===== config.mk =====
export PLATFORM = sky130hd
export DESIGN_NAME = adc_control_interface
export DESIGN_NICKNAME = d
export VERILOG_FILES = /design/src/logic/adc_ctl_pkg.sv /design/src/logic/adc_control_interface.sv /design/src/logic/cycle_timer.sv /design/src/logic/cal_engine.sv
export SDC_FILE = /design/constraint.sdc
export NUM_CORES = 1
export LEC_CHECK = 0
export BUFFER_PORTS_ARGS = -buffer_cell sky130_fd_sc_hd__buf_2
export CAP_MARGIN = 20
export CORE_ASPECT_RATIO = 1.2
export CORE_UTILIZATION = 35
export DETAILED_ROUTE_END_ITERATION = 8
export SETUP_SLACK_MARGIN = 0.1
export SYNTH_ARGS = -nofsm -noshare
export SYNTH_HDL_FRONTEND = slang
export SYNTH_HIERARCHICAL = 1
export SYNTH_SLANG_ARGS = --single-unit

===== constraint.sdc =====
create_clock -name i_core_clk -period 5.5 [get_ports i_core_clk]
set_input_delay 0.55 -clock i_core_clk [delete_from_list [all_inputs] [get_ports i_core_clk]]
set_output_delay 0.55 -clock i_core_clk [all_outputs]
set_load 0.01 [all_outputs]

===== src/logic/adc_ctl_pkg.sv =====
/*
 * Shared constants, state encodings and state structs of the converter control block.
 * Assumes a single 25 MHz core clock that also serves as the converter master clock.
 */
package adc_ctl_pkg;

	// ----------------------------------------
	// bus and data widths
	// ----------------------------------------
	localparam int APB_AW = 8;
	localparam int APB_DW = 32;
	localparam int BUS_W = 16;
	localparam int RESULT_W = 12;
	localparam int TRIM_W = 15;
	localparam int STS_W = 8;
	localparam int CNT_W = 7;
	localparam int CAL_CNT_W = 17;
	localparam int CONV_CNT_W = 11;

	// ----------------------------------------
	// register offsets (byte addresses)
	// ----------------------------------------
	localparam logic [APB_AW-1:0] ADDR_CTRL = 8'h00;
	localparam logic [APB_AW-1:0] ADDR_STATUS = 8'h04;
	localparam logic [APB_AW-1:0] ADDR_RESULT = 8'h08;
	localparam logic [APB_AW-1:0] ADDR_TRIM = 8'h0C;
	localparam logic [APB_AW-1:0] ADDR_IRQ_STAT = 8'h10;
	localparam logic [APB_AW-1:0] ADDR_IRQ_MASK = 8'h14;

	// ----------------------------------------
	// field positions
	// ----------------------------------------
	localparam int CTRL_LOOPBACK = 0;
	localparam int STS_CONV = 0;
	localparam int STS_CAL = 1;
	localparam int STS_BURST = 2;
	localparam int STS_INTL = 3;
	localparam int STS_TRACKED = 4;
	localparam int STS_LOOP = 5;
	localparam int IRQ_W = 3;
	localparam int IRQ_CONV = 0;
	localparam int IRQ_CAL = 1;
	localparam int IRQ_READ = 2;
	localparam int RESULT_PAD = 4;

	// ----------------------------------------
	// timing counts in master clock cycles, except CAL_CONVS in conversions
	// ----------------------------------------
	localparam int LOOP_CYCLES = 64;
	localparam int CONV_CYCLES_DEF = 46;
	localparam int INTERLEAVE_EXTRA = 20;
	localparam int CAL_CYCLES_DEF = 58280;
	localparam int CAL_CONVS = 2014;

	// ----------------------------------------
	// operating modes, gray coded along the usual path
	// ----------------------------------------
	typedef enum logic [2:0] {
		ST_IDLE = 3'b000,
		ST_RST_CAL = 3'b001,
		ST_TRACK = 3'b011,
		ST_CONV = 3'b010,
		ST_BURST = 3'b110
	} mode_t;

	// ----------------------------------------
	// state structs
	// ----------------------------------------
	typedef struct packed {
		logic [CNT_W-1:0] cnt;
		logic busy;
	} timer_state_t;

	typedef struct packed {
		logic [CAL_CNT_W-1:0] cyc;
		logic [CONV_CNT_W-1:0] convs;
		logic [TRIM_W-1:0] trim;
	} cal_state_t;

	typedef struct packed {
		mode_t mode;
		logic hold_n_p;
		logic sel_n_p;
		logic rden_p;
		logic cal_lat;
		logic intl_lat;
		logic burst_on;
		logic intl_on;
		logic loopback;
		logic conv_done_n;
		logic track_done_n;
		logic [RESULT_W-1:0] result;
		logic [BUS_W-1:0] data;
		logic data_oe;
		logic [IRQ_W-1:0] irq_stat;
		logic [IRQ_W-1:0] irq_mask;
		logic irq;
		logic pready;
		logic pslverr;
		logic [APB_DW-1:0] prdata;
	} core_state_t;

	localparam core_state_t CORE_RESET = '{
		mode: ST_IDLE,
		hold_n_p: 1'b1,
		sel_n_p: 1'b1,
		intl_lat: 1'b1,
		conv_done_n: 1'b1,
		track_done_n: 1'b1,
		default: '0
	};

endpackage : adc_ctl_pkg


===== src/logic/adc_control_interface.sv =====
/*
 * Control logic of a self-calibrating successive-approximation converter: host pin
 * port, conversion sequencing, calibration modes, APB register slave and interrupt.
 * Assumes all pin inputs are synchronous to i_core_clk, which is the master clock.
 */
// Notes on behaviour
// - When the reset calibration ends, conversion-done goes low in every operating mode.
// - In loopback each sample is tracked and converted in 64 master clocks, 84 in interleave mode.
// - Reset calibration takes 58,280 clocks; interleave completes a pass every 2,014 conversions.
// - Burst calibration works, though the host is advised not to use it.
// - Calibration keeps a 15-bit trim word, an eighth of a 12-bit step.
// - With reset low, a falling sample-and-convert input holds and starts a conversion.
// - A latched high burst request starts burst; a low one with sample input high stops it.
// - A latched low interleave request starts interleave mode and a high one ends it.
// - Select and read low drive data when the address line is 1, status when 0 with sample high.
// - The data bus floats one clock after select or read strobe is high.
// - Reset pin high, or sample, select and address all low, resets the logic.
// - Burst and interleave requests are sampled on the rising edge of select.
// - Conversion-done rises again on the first read or when a new conversion starts.
// - In interleave mode each conversion lasts 20 clocks longer.
`timescale 1ns/1ps
module adc_control_interface #(
	parameter int CONV_CYCLES = adc_ctl_pkg::CONV_CYCLES_DEF,
	parameter int CAL_CYCLES = adc_ctl_pkg::CAL_CYCLES_DEF
) (
	input wire logic i_core_clk,
	input wire logic i_srst,
	input wire logic i_ce,
	input wire logic i_hold_n,
	input wire logic i_sel_n,
	input wire logic i_rd_n,
	input wire logic i_read_target_sel,
	input wire logic i_rst_pin,
	input wire logic i_burst_cal,
	input wire logic i_interleave_tune_n,
	input wire logic [adc_ctl_pkg::RESULT_W-1:0] i_sar_result,
	input wire logic [adc_ctl_pkg::TRIM_W-1:0] i_cal_word,
	output logic [adc_ctl_pkg::BUS_W-1:0] o_data,
	output logic o_data_oe,
	output logic o_conv_done_n,
	output logic o_tracking_done_n,
	output logic o_irq,
	input wire logic i_psel,
	input wire logic i_penable,
	input wire logic i_pwrite,
	input wire logic [adc_ctl_pkg::APB_AW-1:0] i_paddr,
	input wire logic [adc_ctl_pkg::APB_DW-1:0] i_pwdata,
	output logic [adc_ctl_pkg::APB_DW-1:0] o_prdata,
	output logic o_pready,
	output logic o_pslverr
);

	// ----------------------------------------
	// phase lengths
	// ----------------------------------------
	localparam logic [adc_ctl_pkg::CNT_W-1:0] CONV_LEN = adc_ctl_pkg::CNT_W'(CONV_CYCLES);
	localparam logic [adc_ctl_pkg::CNT_W-1:0] CONV_LEN_INTL =
		adc_ctl_pkg::CNT_W'(CONV_CYCLES + adc_ctl_pkg::INTERLEAVE_EXTRA);
	localparam logic [adc_ctl_pkg::CNT_W-1:0] TRACK_LEN =
		adc_ctl_pkg::CNT_W'(adc_ctl_pkg::LOOP_CYCLES - CONV_CYCLES);

	adc_ctl_pkg::core_state_t s_q;
	adc_ctl_pkg::core_state_t s_d;

	logic sw_rst;
	logic rst_any;
	logic hold_fall;
	logic sel_rise;
	logic sel_fall;
	logic rden;
	logic read_start;
	logic apb_access;
	logic apb_commit;
	logic tmr_start;
	logic [adc_ctl_pkg::CNT_W-1:0] tmr_load;
	logic tmr_done;
	logic cal_restart;
	logic cal_run;
	logic conv_step;
	logic cal_done;
	logic [adc_ctl_pkg::TRIM_W-1:0] trim;
	logic [adc_ctl_pkg::STS_W-1:0] status;
	logic [adc_ctl_pkg::IRQ_W-1:0] irq_set;

	// ----------------------------------------
	// pin decode
	// ----------------------------------------
	// software reset: sample, select and address line all low together
	assign sw_rst = ~i_hold_n & ~i_sel_n & ~i_read_target_sel;
	assign rst_any = i_rst_pin | sw_rst;
	assign hold_fall = s_q.hold_n_p & ~i_hold_n;
	assign sel_rise = ~s_q.sel_n_p & i_sel_n;
	assign sel_fall = s_q.sel_n_p & ~i_sel_n;
	assign rden = ~i_sel_n & ~i_rd_n;
	assign read_start = rden & ~s_q.rden_p;
	assign apb_access = i_psel & i_penable;
	assign apb_commit = apb_access & s_q.pready;

	// status byte shared by the pin port and the register bus
	always_comb begin
		status = '0;
		status[adc_ctl_pkg::STS_CONV] = (s_q.mode == adc_ctl_pkg::ST_CONV);
		status[adc_ctl_pkg::STS_CAL] = cal_run;
		status[adc_ctl_pkg::STS_BURST] = s_q.burst_on;
		status[adc_ctl_pkg::STS_INTL] = s_q.intl_on;
		status[adc_ctl_pkg::STS_TRACKED] = ~s_q.track_done_n;
		status[adc_ctl_pkg::STS_LOOP] = s_q.loopback;
	end

	// ----------------------------------------
	// sub-blocks
	// ----------------------------------------
	cycle_timer u_timer (
		.i_core_clk(i_core_clk),
		.i_srst(i_srst),
		.i_ce(i_ce),
		.i_start(tmr_start),
		.i_load(tmr_load),
		.o_busy(),
		.o_done(tmr_done)
	);

	cal_engine #(
		.CAL_CYCLES(CAL_CYCLES)
	) u_cal (
		.i_core_clk(i_core_clk),
		.i_srst(i_srst),
		.i_ce(i_ce),
		.i_restart(cal_restart),
		.i_run(cal_run),
		.i_conv_step(conv_step),
		.i_cal_word(i_cal_word),
		.o_done(cal_done),
		.o_trim(trim)
	);

	// calibration clocks run only in reset and burst calibration
	always_comb begin
		cal_run = (s_q.mode == adc_ctl_pkg::ST_RST_CAL) | (s_q.mode == adc_ctl_pkg::ST_BURST);
		cal_restart = (s_q.mode == adc_ctl_pkg::ST_IDLE);
	end

	// ----------------------------------------
	// sequencing
	// ----------------------------------------
	always_comb begin
		s_d = s_q;
		tmr_start = 1'b0;
		tmr_load = TRACK_LEN;
		conv_step = 1'b0;
		irq_set = '0;
		s_d.hold_n_p = i_hold_n;
		s_d.sel_n_p = i_sel_n;
		s_d.rden_p = rden;

		// requests are sampled when select rises
		if (sel_rise) begin
			s_d.cal_lat = i_burst_cal;
			s_d.intl_lat = i_interleave_tune_n;
		end
		// and acted on when select next falls
		if (sel_fall) begin
			if (s_q.cal_lat) begin
				s_d.burst_on = 1'b1;
			end else if (i_hold_n) begin
				s_d.burst_on = 1'b0;
			end
			s_d.intl_on = ~s_q.intl_lat;
		end

		// a read re-arms conversion-done; completion below wins in the same cycle
		if (read_start) begin
			s_d.conv_done_n = 1'b1;
			irq_set[adc_ctl_pkg::IRQ_READ] = 1'b1;
		end

		if (cal_done) begin
			irq_set[adc_ctl_pkg::IRQ_CAL] = 1'b1;
		end

		case (s_q.mode)
			adc_ctl_pkg::ST_IDLE: begin
				s_d.mode = adc_ctl_pkg::ST_RST_CAL;
				s_d.conv_done_n = 1'b1;
			end
			adc_ctl_pkg::ST_RST_CAL: begin
				if (cal_done) begin
					s_d.conv_done_n = 1'b0;
					s_d.mode = adc_ctl_pkg::ST_TRACK;
					tmr_start = 1'b1;
				end
			end
			adc_ctl_pkg::ST_TRACK: begin
				if (s_q.burst_on) begin
					s_d.mode = adc_ctl_pkg::ST_BURST;
					s_d.track_done_n = 1'b1;
				// loopback enabled after track time ran out starts at once, no stall
				end else if (hold_fall | (s_q.loopback & (tmr_done | ~s_q.track_done_n))) begin
					s_d.mode = adc_ctl_pkg::ST_CONV;
					s_d.conv_done_n = 1'b1;
					s_d.track_done_n = 1'b1;
					tmr_start = 1'b1;
					tmr_load = s_q.intl_on ? CONV_LEN_INTL : CONV_LEN;
				end else if (tmr_done) begin
					s_d.track_done_n = 1'b0;
				end
			end
			adc_ctl_pkg::ST_CONV: begin
				if (tmr_done) begin
					s_d.result = i_sar_result;
					s_d.conv_done_n = 1'b0;
					conv_step = s_q.intl_on;
					irq_set[adc_ctl_pkg::IRQ_CONV] = 1'b1;
					// a burst request waits for the running conversion
					s_d.mode = s_q.burst_on ? adc_ctl_pkg::ST_BURST : adc_ctl_pkg::ST_TRACK;
					tmr_start = ~s_q.burst_on;
				end
			end
			adc_ctl_pkg::ST_BURST: begin
				if (~s_q.burst_on) begin
					s_d.mode = adc_ctl_pkg::ST_TRACK;
					tmr_start = 1'b1;
				end
			end
			default: begin
				s_d.mode = adc_ctl_pkg::ST_IDLE;
			end
		endcase

		// pin port read path, one cycle behind the strobes
		s_d.data_oe = rden & ~rst_any & (i_read_target_sel | i_hold_n);
		if (i_read_target_sel) begin
			s_d.data = {s_q.result, {adc_ctl_pkg::RESULT_PAD{1'b0}}};
		end else begin
			s_d.data = {{(adc_ctl_pkg::BUS_W - adc_ctl_pkg::STS_W){1'b0}}, status};
		end

		// hardware or software reset holds the core idle; calibration restarts after
		if (rst_any) begin
			s_d.mode = adc_ctl_pkg::ST_IDLE;
			s_d.cal_lat = 1'b0;
			s_d.intl_lat = 1'b1; // idle request level: a bare select fall keeps interleave off
			s_d.burst_on = 1'b0;
			s_d.intl_on = 1'b0;
			s_d.conv_done_n = 1'b1;
			s_d.track_done_n = 1'b1;
			s_d.result = '0;
			s_d.data_oe = 1'b0;
			tmr_start = 1'b0;
			conv_step = 1'b0;
			irq_set = '0;
		end

		// ----------------------------------------
		// apb slave: one wait state, then the transfer completes
		// ----------------------------------------
		s_d.pready = apb_access & ~s_q.pready;
		if (apb_access & ~s_q.pready) begin
			s_d.pslverr = 1'b0;
			s_d.prdata = '0;
			case (i_paddr)
				adc_ctl_pkg::ADDR_CTRL: s_d.prdata[adc_ctl_pkg::CTRL_LOOPBACK] = s_q.loopback;
				adc_ctl_pkg::ADDR_STATUS: s_d.prdata[adc_ctl_pkg::STS_W-1:0] = status;
				adc_ctl_pkg::ADDR_RESULT: s_d.prdata[adc_ctl_pkg::RESULT_W-1:0] = s_q.result;
				adc_ctl_pkg::ADDR_TRIM: s_d.prdata[adc_ctl_pkg::TRIM_W-1:0] = trim;
				adc_ctl_pkg::ADDR_IRQ_STAT: s_d.prdata[adc_ctl_pkg::IRQ_W-1:0] = s_q.irq_stat;
				adc_ctl_pkg::ADDR_IRQ_MASK: s_d.prdata[adc_ctl_pkg::IRQ_W-1:0] = s_q.irq_mask;
				default: s_d.pslverr = 1'b1;
			endcase
		end
		if (apb_commit & i_pwrite & ~s_q.pslverr) begin
			case (i_paddr)
				adc_ctl_pkg::ADDR_CTRL: s_d.loopback = i_pwdata[adc_ctl_pkg::CTRL_LOOPBACK];
				adc_ctl_pkg::ADDR_IRQ_STAT:
					s_d.irq_stat = s_q.irq_stat & ~i_pwdata[adc_ctl_pkg::IRQ_W-1:0];
				adc_ctl_pkg::ADDR_IRQ_MASK: s_d.irq_mask = i_pwdata[adc_ctl_pkg::IRQ_W-1:0];
				default: s_d.irq_stat = s_d.irq_stat;
			endcase
		end

		// ----------------------------------------
		// interrupt: sticky events, set wins over a same-cycle clear
		// ----------------------------------------
		s_d.irq_stat = s_d.irq_stat | irq_set;
		s_d.irq = |(s_d.irq_stat & s_d.irq_mask);
	end

	// register the state; clock enable low freezes everything
	always_ff @(posedge i_core_clk) begin
		if (i_srst) begin
			s_q <= adc_ctl_pkg::CORE_RESET;
		end else if (i_ce) begin
			s_q <= s_d;
		end
	end

	// ----------------------------------------
	// outputs straight from the state register
	// ----------------------------------------
	assign o_data = s_q.data;
	assign o_data_oe = s_q.data_oe;
	assign o_conv_done_n = s_q.conv_done_n;
	assign o_tracking_done_n = s_q.track_done_n;
	assign o_irq = s_q.irq;
	assign o_prdata = s_q.prdata;
	assign o_pready = s_q.pready;
	assign o_pslverr = s_q.pslverr;

endmodule : adc_control_interface


===== src/logic/cycle_timer.sv =====
/*
 * Down counter that times one phase of the converter sequence.
 * Assumes the caller restarts it on the cycle in which done is seen.
 */
`timescale 1ns/1ps
module cycle_timer (
	input wire logic i_core_clk,
	input wire logic i_srst,
	input wire logic i_ce,
	input wire logic i_start,
	input wire logic [adc_ctl_pkg::CNT_W-1:0] i_load,
	output logic o_busy,
	output logic o_done
);

	adc_ctl_pkg::timer_state_t s_q;
	adc_ctl_pkg::timer_state_t s_d;

	// ----------------------------------------
	// counting
	// ----------------------------------------
	// done marks the last cycle of the phase, so a restart adds no gap
	assign o_done = s_q.busy & (s_q.cnt == adc_ctl_pkg::CNT_W'(1));
	assign o_busy = s_q.busy;

	// next state: start wins over the running count
	always_comb begin
		s_d = s_q;
		if (i_start) begin
			s_d.cnt = i_load;
			s_d.busy = 1'b1;
		end else if (s_q.busy) begin
			s_d.cnt = s_q.cnt - adc_ctl_pkg::CNT_W'(1);
			s_d.busy = (s_q.cnt != adc_ctl_pkg::CNT_W'(1));
		end
	end

	// register the state
	always_ff @(posedge i_core_clk) begin
		if (i_srst) begin
			s_q <= '0;
		end else if (i_ce) begin
			s_q <= s_d;
		end
	end

endmodule : cycle_timer


===== src/logic/cal_engine.sv =====
/*
 * Calibration progress: counts master clock cycles for reset and burst calibration
 * and conversions for interleave calibration, and keeps the 15-bit trim word.
 * Assumes the trim word from the analog calibration loop is valid when a pass ends.
 */
`timescale 1ns/1ps
module cal_engine #(
	parameter int CAL_CYCLES = adc_ctl_pkg::CAL_CYCLES_DEF
) (
	input wire logic i_core_clk,
	input wire logic i_srst,
	input wire logic i_ce,
	input wire logic i_restart,
	input wire logic i_run,
	input wire logic i_conv_step,
	input wire logic [adc_ctl_pkg::TRIM_W-1:0] i_cal_word,
	output logic o_done,
	output logic [adc_ctl_pkg::TRIM_W-1:0] o_trim
);

	localparam logic [adc_ctl_pkg::CAL_CNT_W-1:0] CYC_LAST =
		adc_ctl_pkg::CAL_CNT_W'(CAL_CYCLES - 1);
	localparam logic [adc_ctl_pkg::CONV_CNT_W-1:0] CONV_LAST =
		adc_ctl_pkg::CONV_CNT_W'(adc_ctl_pkg::CAL_CONVS - 1);

	adc_ctl_pkg::cal_state_t s_q;
	adc_ctl_pkg::cal_state_t s_d;
	logic cyc_end;
	logic conv_end;

	// ----------------------------------------
	// pass completion
	// ----------------------------------------
	assign cyc_end = i_run & (s_q.cyc == CYC_LAST);
	assign conv_end = i_conv_step & (s_q.convs == CONV_LAST);
	assign o_done = cyc_end | conv_end;
	assign o_trim = s_q.trim;

	// burst resumes where the last pass stopped; only restart or a finished pass clears progress
	always_comb begin
		s_d = s_q;
		if (i_restart) begin
			s_d.cyc = '0;
			s_d.convs = '0;
		end else begin
			if (i_run) begin
				s_d.cyc = cyc_end ? '0 : s_q.cyc + adc_ctl_pkg::CAL_CNT_W'(1);
			end
			if (i_conv_step) begin
				s_d.convs = conv_end ? '0 : s_q.convs + adc_ctl_pkg::CONV_CNT_W'(1);
			end
		end
		if (o_done) begin
			s_d.trim = i_cal_word;
		end
	end

	// register the state
	always_ff @(posedge i_core_clk) begin
		if (i_srst) begin
			s_q <= '0;
		end else if (i_ce) begin
			s_q <= s_d;
		end
	end

endmodule : cal_engine


; Word level (Yosys, flattened, before mapping)
; Index checks and enable logic that the tools add are counted.
[op_classes]
add_sub_neg = 3
eq_ne = 17
muxes = 62
n_bitwise = 40
reduce_logical = 26
[ops]
columns = cell, count
row1 = 17-bit 2-to-1 mux, 2
row2 = 3-bit 2-to-1 mux, 11
row3 = 28-bit 2-to-1 mux, 1
row4 = 7-bit 2-to-1 mux, 4
row5 = 1-bit 2-to-1 mux, 25
row6 = 12-bit 2-to-1 mux, 2
row7 = 11-bit 2-to-1 mux, 2
row8 = 1-bit bitwise AND, 18
row9 = 17-bit by 1-bit adder with 17-bit output (second input constant), 1
row10 = 17-bit by 16-bit equality test with 1-bit output (second input constant), 1
row11 = 8-bit by 4-bit equality test with 1-bit output (second input constant), 2
row12 = 8-bit by 5-bit equality test with 1-bit output (second input constant), 2
row13 = 16-bit 2-to-1 mux, 1
row14 = 8-bit 2-to-1 mux, 2
row15 = 2-bit nonzero test, 8
row16 = 3-bit one-hot mux with 5 select lines, 1
row17 = 5-bit one-hot mux with 3 select lines, 1
row18 = 14-bit 2-to-1 mux, 1
row19 = 2-bit AND reduction, 7
row20 = 1-bit inverter, 12
row21 = 3-bit AND reduction, 4
row22 = 11-bit by 1-bit adder with 11-bit output (second input constant), 1
row23 = 11-bit equality test (second input constant), 1
row24 = 2-bit one-hot mux with 5 select lines, 1
row25 = other kinds (26), 37
[word_totals]
ff_bits = 117
inputBits = 80
out_inout_bits = 54
word_cells = 173

; Longest topological paths before layout
[logic_depth]
depth_word = 12
ltp_mapped = 18
ltp_nobuf = 17

; Modules after synthesis
; The synthesis kept the hierarchy.
[by_module_without_submodules]
columns = module, n_inst, cells_per_inst, area_per_inst_um2, seq_area_each_um2
row1 = adc_control_interface, 1, 429, 3509.6, 1321.3
row2 = cal_engine, 1, 224, 1993.2, 860.8
row3 = cycle_timer, 1, 65, 503.0, 160.2

; Worst setup path after synthesis
; No wires, ideal clock.
[synth_path]
kind = register -> register
startpoint = register u_timer/s_q[4] (netlist bit)
endpoint = register u_timer/s_q[2] (netlist bit)
setup_time_ns = 0.095
arrival_ns = 3.634
required_ns = 5.405
setup_slack_ns = 1.770
path_stages_with_launch = 16
path_cell_list = dfxtp_1 > nor2_1 > nand3_1 > nor3b_1 > nand2_1 > inv_1 > and3_1 > nand4_1 > nor4b_2 > or2_2 > nand2b_1 > o32a_1 > a221oi_1 > clkbuf_1 > o21ai_0 > a221oi_1
[synth_via]
elab_chain_cells = 12
elab_cells_between_ends = 22
[synth_lines]
columns = item, line
row1 = from (decl), cycle_timer.sv:16  ; adc_ctl_pkg::timer_state_t s_q;
row2 = from (signal assigned), cycle_timer.sv:41  ; s_q <= '0;
row3 = from (signal assigned), cycle_timer.sv:43  ; s_q <= s_d;
row4 = 7-bit by 1-bit equality test with 1-bit output (*), cycle_timer.sv:23  ; assign o_done = s_q.busy & (s_q.cnt == adc_ctl_pkg::CNT_W'(1));
row5 = 1-bit bitwise AND (*), cycle_timer.sv:23
row6 = via tmr_done, adc_control_interface.sv:76  ; logic tmr_done;
row7 = 1-bit 2-to-1 mux (*), adc_control_interface.sv:209  ; if (tmr_done) begin
row8 = 1-bit 2-to-1 mux (*), adc_control_interface.sv:181  ; case (s_q.mode)
row9 = 1-bit 2-to-1 mux (*), adc_control_interface.sv:239  ; if (rst_any) begin
row10 = via conv_step, adc_control_interface.sv:79  ; logic conv_step;
row11 = 1-bit bitwise AND (*), cal_engine.sv:35  ; assign conv_end = i_conv_step & (s_q.convs == CONV_LAST);
row12 = 1-bit bitwise OR (*), cal_engine.sv:36  ; assign o_done = cyc_end | conv_end;
row13 = via cal_done, adc_control_interface.sv:80  ; logic cal_done;
row14 = 1-bit 2-to-1 mux (*), adc_control_interface.sv:187  ; if (cal_done) begin
row15 = 1-bit one-hot mux with 4 select lines (*), adc_control_interface.sv:181
row16 = 1-bit 2-to-1 mux (*), adc_control_interface.sv:239
row17 = via tmr_start, adc_control_interface.sv:74  ; logic tmr_start;
row18 = 2-bit nonzero test (no source line), -
row19 = 2-bit AND reduction (no source line), -
; The timed path passes the listed nets; every way through them passes the cells marked *.
; A chain may end at the register's enable or synchronous reset.

; Worst setup path in the final report
; Same ends and word-level chain as after synthesis.

==> out/metrics.csv <==
stage,metric,value,unit
clock_network,htree depth,4,
global_route,largest net degree at the start of global routing,69,
critical_path,CP max FO,15,
cells_and_area,most frequent cells in the layout,"dfxtp_1, nor2_1, buf_2",
routing,vias,4958,
placement,Final HPWL DP,10270,µm
critical_path,Slowest Stage Delay on Critical Path,0.57,ns
power_and_ir_drop,Flop pwr share,44.4,%
timing,Worst-Margin Slew,0.9721,ns
cells_and_area,post-route cell area,6700,µm²
placement,Port Buffer Count,87,
routing,drt total wl,14430,µm
timing,Clock Skew,0.007744,ns
clock_network,Max Buffers Root-to-Sink,2,
critical_path,Worst Setup End Kind,register,
clock_network,worst-skew pair later-pin latency,0.42,ns
critical_path,WP data required,5.82,ns
floorplan,IO Pins,134,
synthesis,post-synthesis sequential area ratio,39.00,%
critical_path,critical path class,reg -> reg,
timing,setup TNS,0,ns
timing,normalized max-slew margin,34.85,%
cells_and_area,"most common cell after layout, fill and taps aside",dfxtp_1,
clock_network,"Reg clk slew, reported paths",0.05,ns
timing,max-slew violation total from the final report,0,
run,MaxCap Viol Count,0,
routing,wire length per cell,14.77,µm
floorplan,die area,17690,µm²
synthesis,Syn Area/Cell,8.365,µm²
synthesis,Yosys warnings,6,
cells_and_area,area grow syn2layout,11.56,%
timing,Final Setup Violations,0,
synthesis,ys flop type,dfxtp_1,
global_route,number of global-route vias before repair,4659,
critical_path,crit path DAT,4.28,ns
synthesis,synth unique cells,69,
global_route,first-pass GRT wire length,23920,µm
routing,first drt pass iteration count,6,
synthesis,Post-Syn Area,6006,µm²
clock_network,Resize count post-CTS,0,
routing,DRC Markers,0,
floorplan,Initial Util,35.64,%
hold_path,Hold Path Class,in -> reg,
timing,post-route clock period utilization,72.00,%
synthesis,#FFs+latches synth,117,
global_route,All-Layer GR Usage,17.25,%
power_and_ir_drop,Internal Pwr Total,1477,µW
power_and_ir_drop,Clk pwr share,49.5,%
floorplan,Die H,145.5,µm
power_and_ir_drop,Peak VDD IR,0.1972,mV
power_and_ir_drop,NetSw,465.7,µW
global_route,GRT overflow,0,
cells_and_area,Final #Nets,833,
synthesis,post-synthesis cell count,718,
global_route,initial antenna violation count,0,
placement,GP Congestion,0.8227,
routing,Vias/cell,5.075,
status,run status,"complete, no violations",
power_and_ir_drop,PwrDens,290.0,nW/µm²
routing,Post-DRT Antenna Nets,0,
critical_path,Critical-path top delay cell,nor4b_2,
clock_network,TritonCTS clock tree,yes,
synthesis,number of flops mapped to enable cells by yosys,0,
power_and_ir_drop,Logic pwr share,6.1,%
timing,maximum clock rate,252.5,MHz
floorplan,Placeable Area,16850,µm²
timing,Tmin final,3.960,ns
routing,1st-iter DRT viols,342,
power_and_ir_drop,Final Power,1943,µW
timing,RSZ-0062 raised after global routing,false,
synthesis,async set or reset register ratio after synthesis,0,%
clock_network,CTS root buf,clkbuf_16,
placement,Placed Area,6187,µm²
clock_network,CTS Buf Count,17,
timing,final hold vios,0,
clock_network,Post-CTS Setup Bufs,0,
cells_and_area,Antenna diodes,0,
power_and_ir_drop,LEAKAGE,0.002520,µW
clock_network,Hold Buf Count CTS,0,
critical_path,CP cell instances,"nor2_1, nand3_1, nor3b_1, buf_4, nand2_1, inv_1, and3_1, nand4_1, nor4b_2, or2_2, nand2b_1, o32a_1, a221oi_1, buf_4, inv_1, nand3_1, o21ai_0, a221oi_1",
power_and_ir_drop,Sw Ratio,23.96,%
clock_network,Sink Count,117,
critical_path,nature of the critical path startpoint,register,
floorplan,die width,121.6,µm
floorplan,Rows,52,
cells_and_area,layout cells sized above 1,18.27,%
[cells in the mapped netlist, drive strengths merged, types with 3 or more instances]
cell | number | share of area, %
a211oi | 5 | 0.63
a21oi | 45 | 3.8
a221oi | 5 | 0.73
a22oi | 18 | 2.3
a31oi | 4 | 0.42
and3 | 3 | 0.31
buf | 77 | 9.2
clkbuf | 23 | 1.4
dfxtp | 117 | 39
ha | 5 | 1.0
inv | 15 | 0.94
mux2 | 5 | 0.94
mux2i | 30 | 5.0
nand2 | 35 | 2.2
nand2b | 23 | 2.4
nand3 | 30 | 2.5
nand3b | 3 | 0.37
nand4 | 18 | 1.9
nor2 | 113 | 7.1
nor2b | 12 | 1.2
nor3 | 19 | 1.8
nor3b | 5 | 0.63
nor4 | 7 | 0.73
nor4b | 3 | 0.65
o21ai | 21 | 1.8
o22ai | 4 | 0.42
or2 | 3 | 0.31
or3 | 3 | 0.31
or4b | 3 | 0.56
xnor2 | 6 | 0.87
xor2 | 19 | 2.8
[worst paths after layout]
| kind | start | endpoint | slack (ns) | depth (start not counted) |
|---|---|---|---|---|
| min reg2reg | o_prdata[13] | o_prdata[13] | 0.45 | 2 |
| max | u_timer/s_q[4] | u_timer/s_q[2] | 1.54 | 18 |
| min | i_cal_word[3] | u_cal/o_trim[3] | 0.36 | 3 |
| max reg2reg | u_timer/s_q[4] | u_timer/s_q[2] | 1.54 | 18 |
[sequential cells by signal, summed over array words and instances (netlist names), 7 cells and up]
name          flops
u_cal/o_trim     15
u_timer/s_q       7
o_data           16
o_prdata         15
s_q              29
u_cal/s_q        28
[power groups by stage]
stage | combinational (µW) | clock (µW) | sequential (µW)
2_1_floorplan | 88.0 | 0 | 879
3_3_place_gp | 119 | 0 | 880
3_5_place_dp | 120 | 0 | 881
4_1_cts | 120 | 981 | 863
5_1_grt | 133 | 1020 | 863
6_report | 119 | 962 | 863
[worst max-delay path, delay by kind of cell (launching register included)]
| family | cells | cell delay (ns) |
|---|---|---|
| simple gates | 10 | 2.11 |
| buf+inv | 4 | 0.65 |
| compound gates | 4 | 0.77 |
| flops | 1 | 0.33 |
[layout make-up]
type,count,area [µm²]
multi-input combinational,503,3030
timing repair buffer,94,488.0
inverter,15,56.30
tap,216,270.3
fill,1741,10150
clock inverter,10,58.81
sequential,117,2342
clock buffer,22,454.2
[layer usage]
metal	GRT usage (%)	vias to the layer above	share of wire, %
met3	5.408	22	6.1
met4	6.605	0	2.0
li1	-	2509	-
met5	0	-	0
met2	27.02	112	47
met1	21.95	2315	45
[per-stage QoR]
stage          instances  hold WS [ns]  setup WS (ns)  util [%]
2_1_floorplan        735        0.4323          1.770         -
3_3_place_gp         945        0.4392          1.652     36.72
4_1_cts              977        0.3551          1.518     39.76
5_1_grt              977        0.3703          1.175     39.76
3_5_place_dp         945        0.4432          1.589     36.72
6_report             977        0.3636          1.540     39.76
[kinds of logic after synthesis]
family | share of synthesized area [%]
flip-flops | 39.00
buffers and inverters | 11.60
AND/OR/NAND/NOR | 24.23
multiplexers | 5.937
XOR/XNOR | 3.646
other | 0.1250
adder cells (fa/ha/maj) | 1.042
AO/OA/AOI/OAI | 14.42
Note: power is estimated with default switching activity, not from simulation.
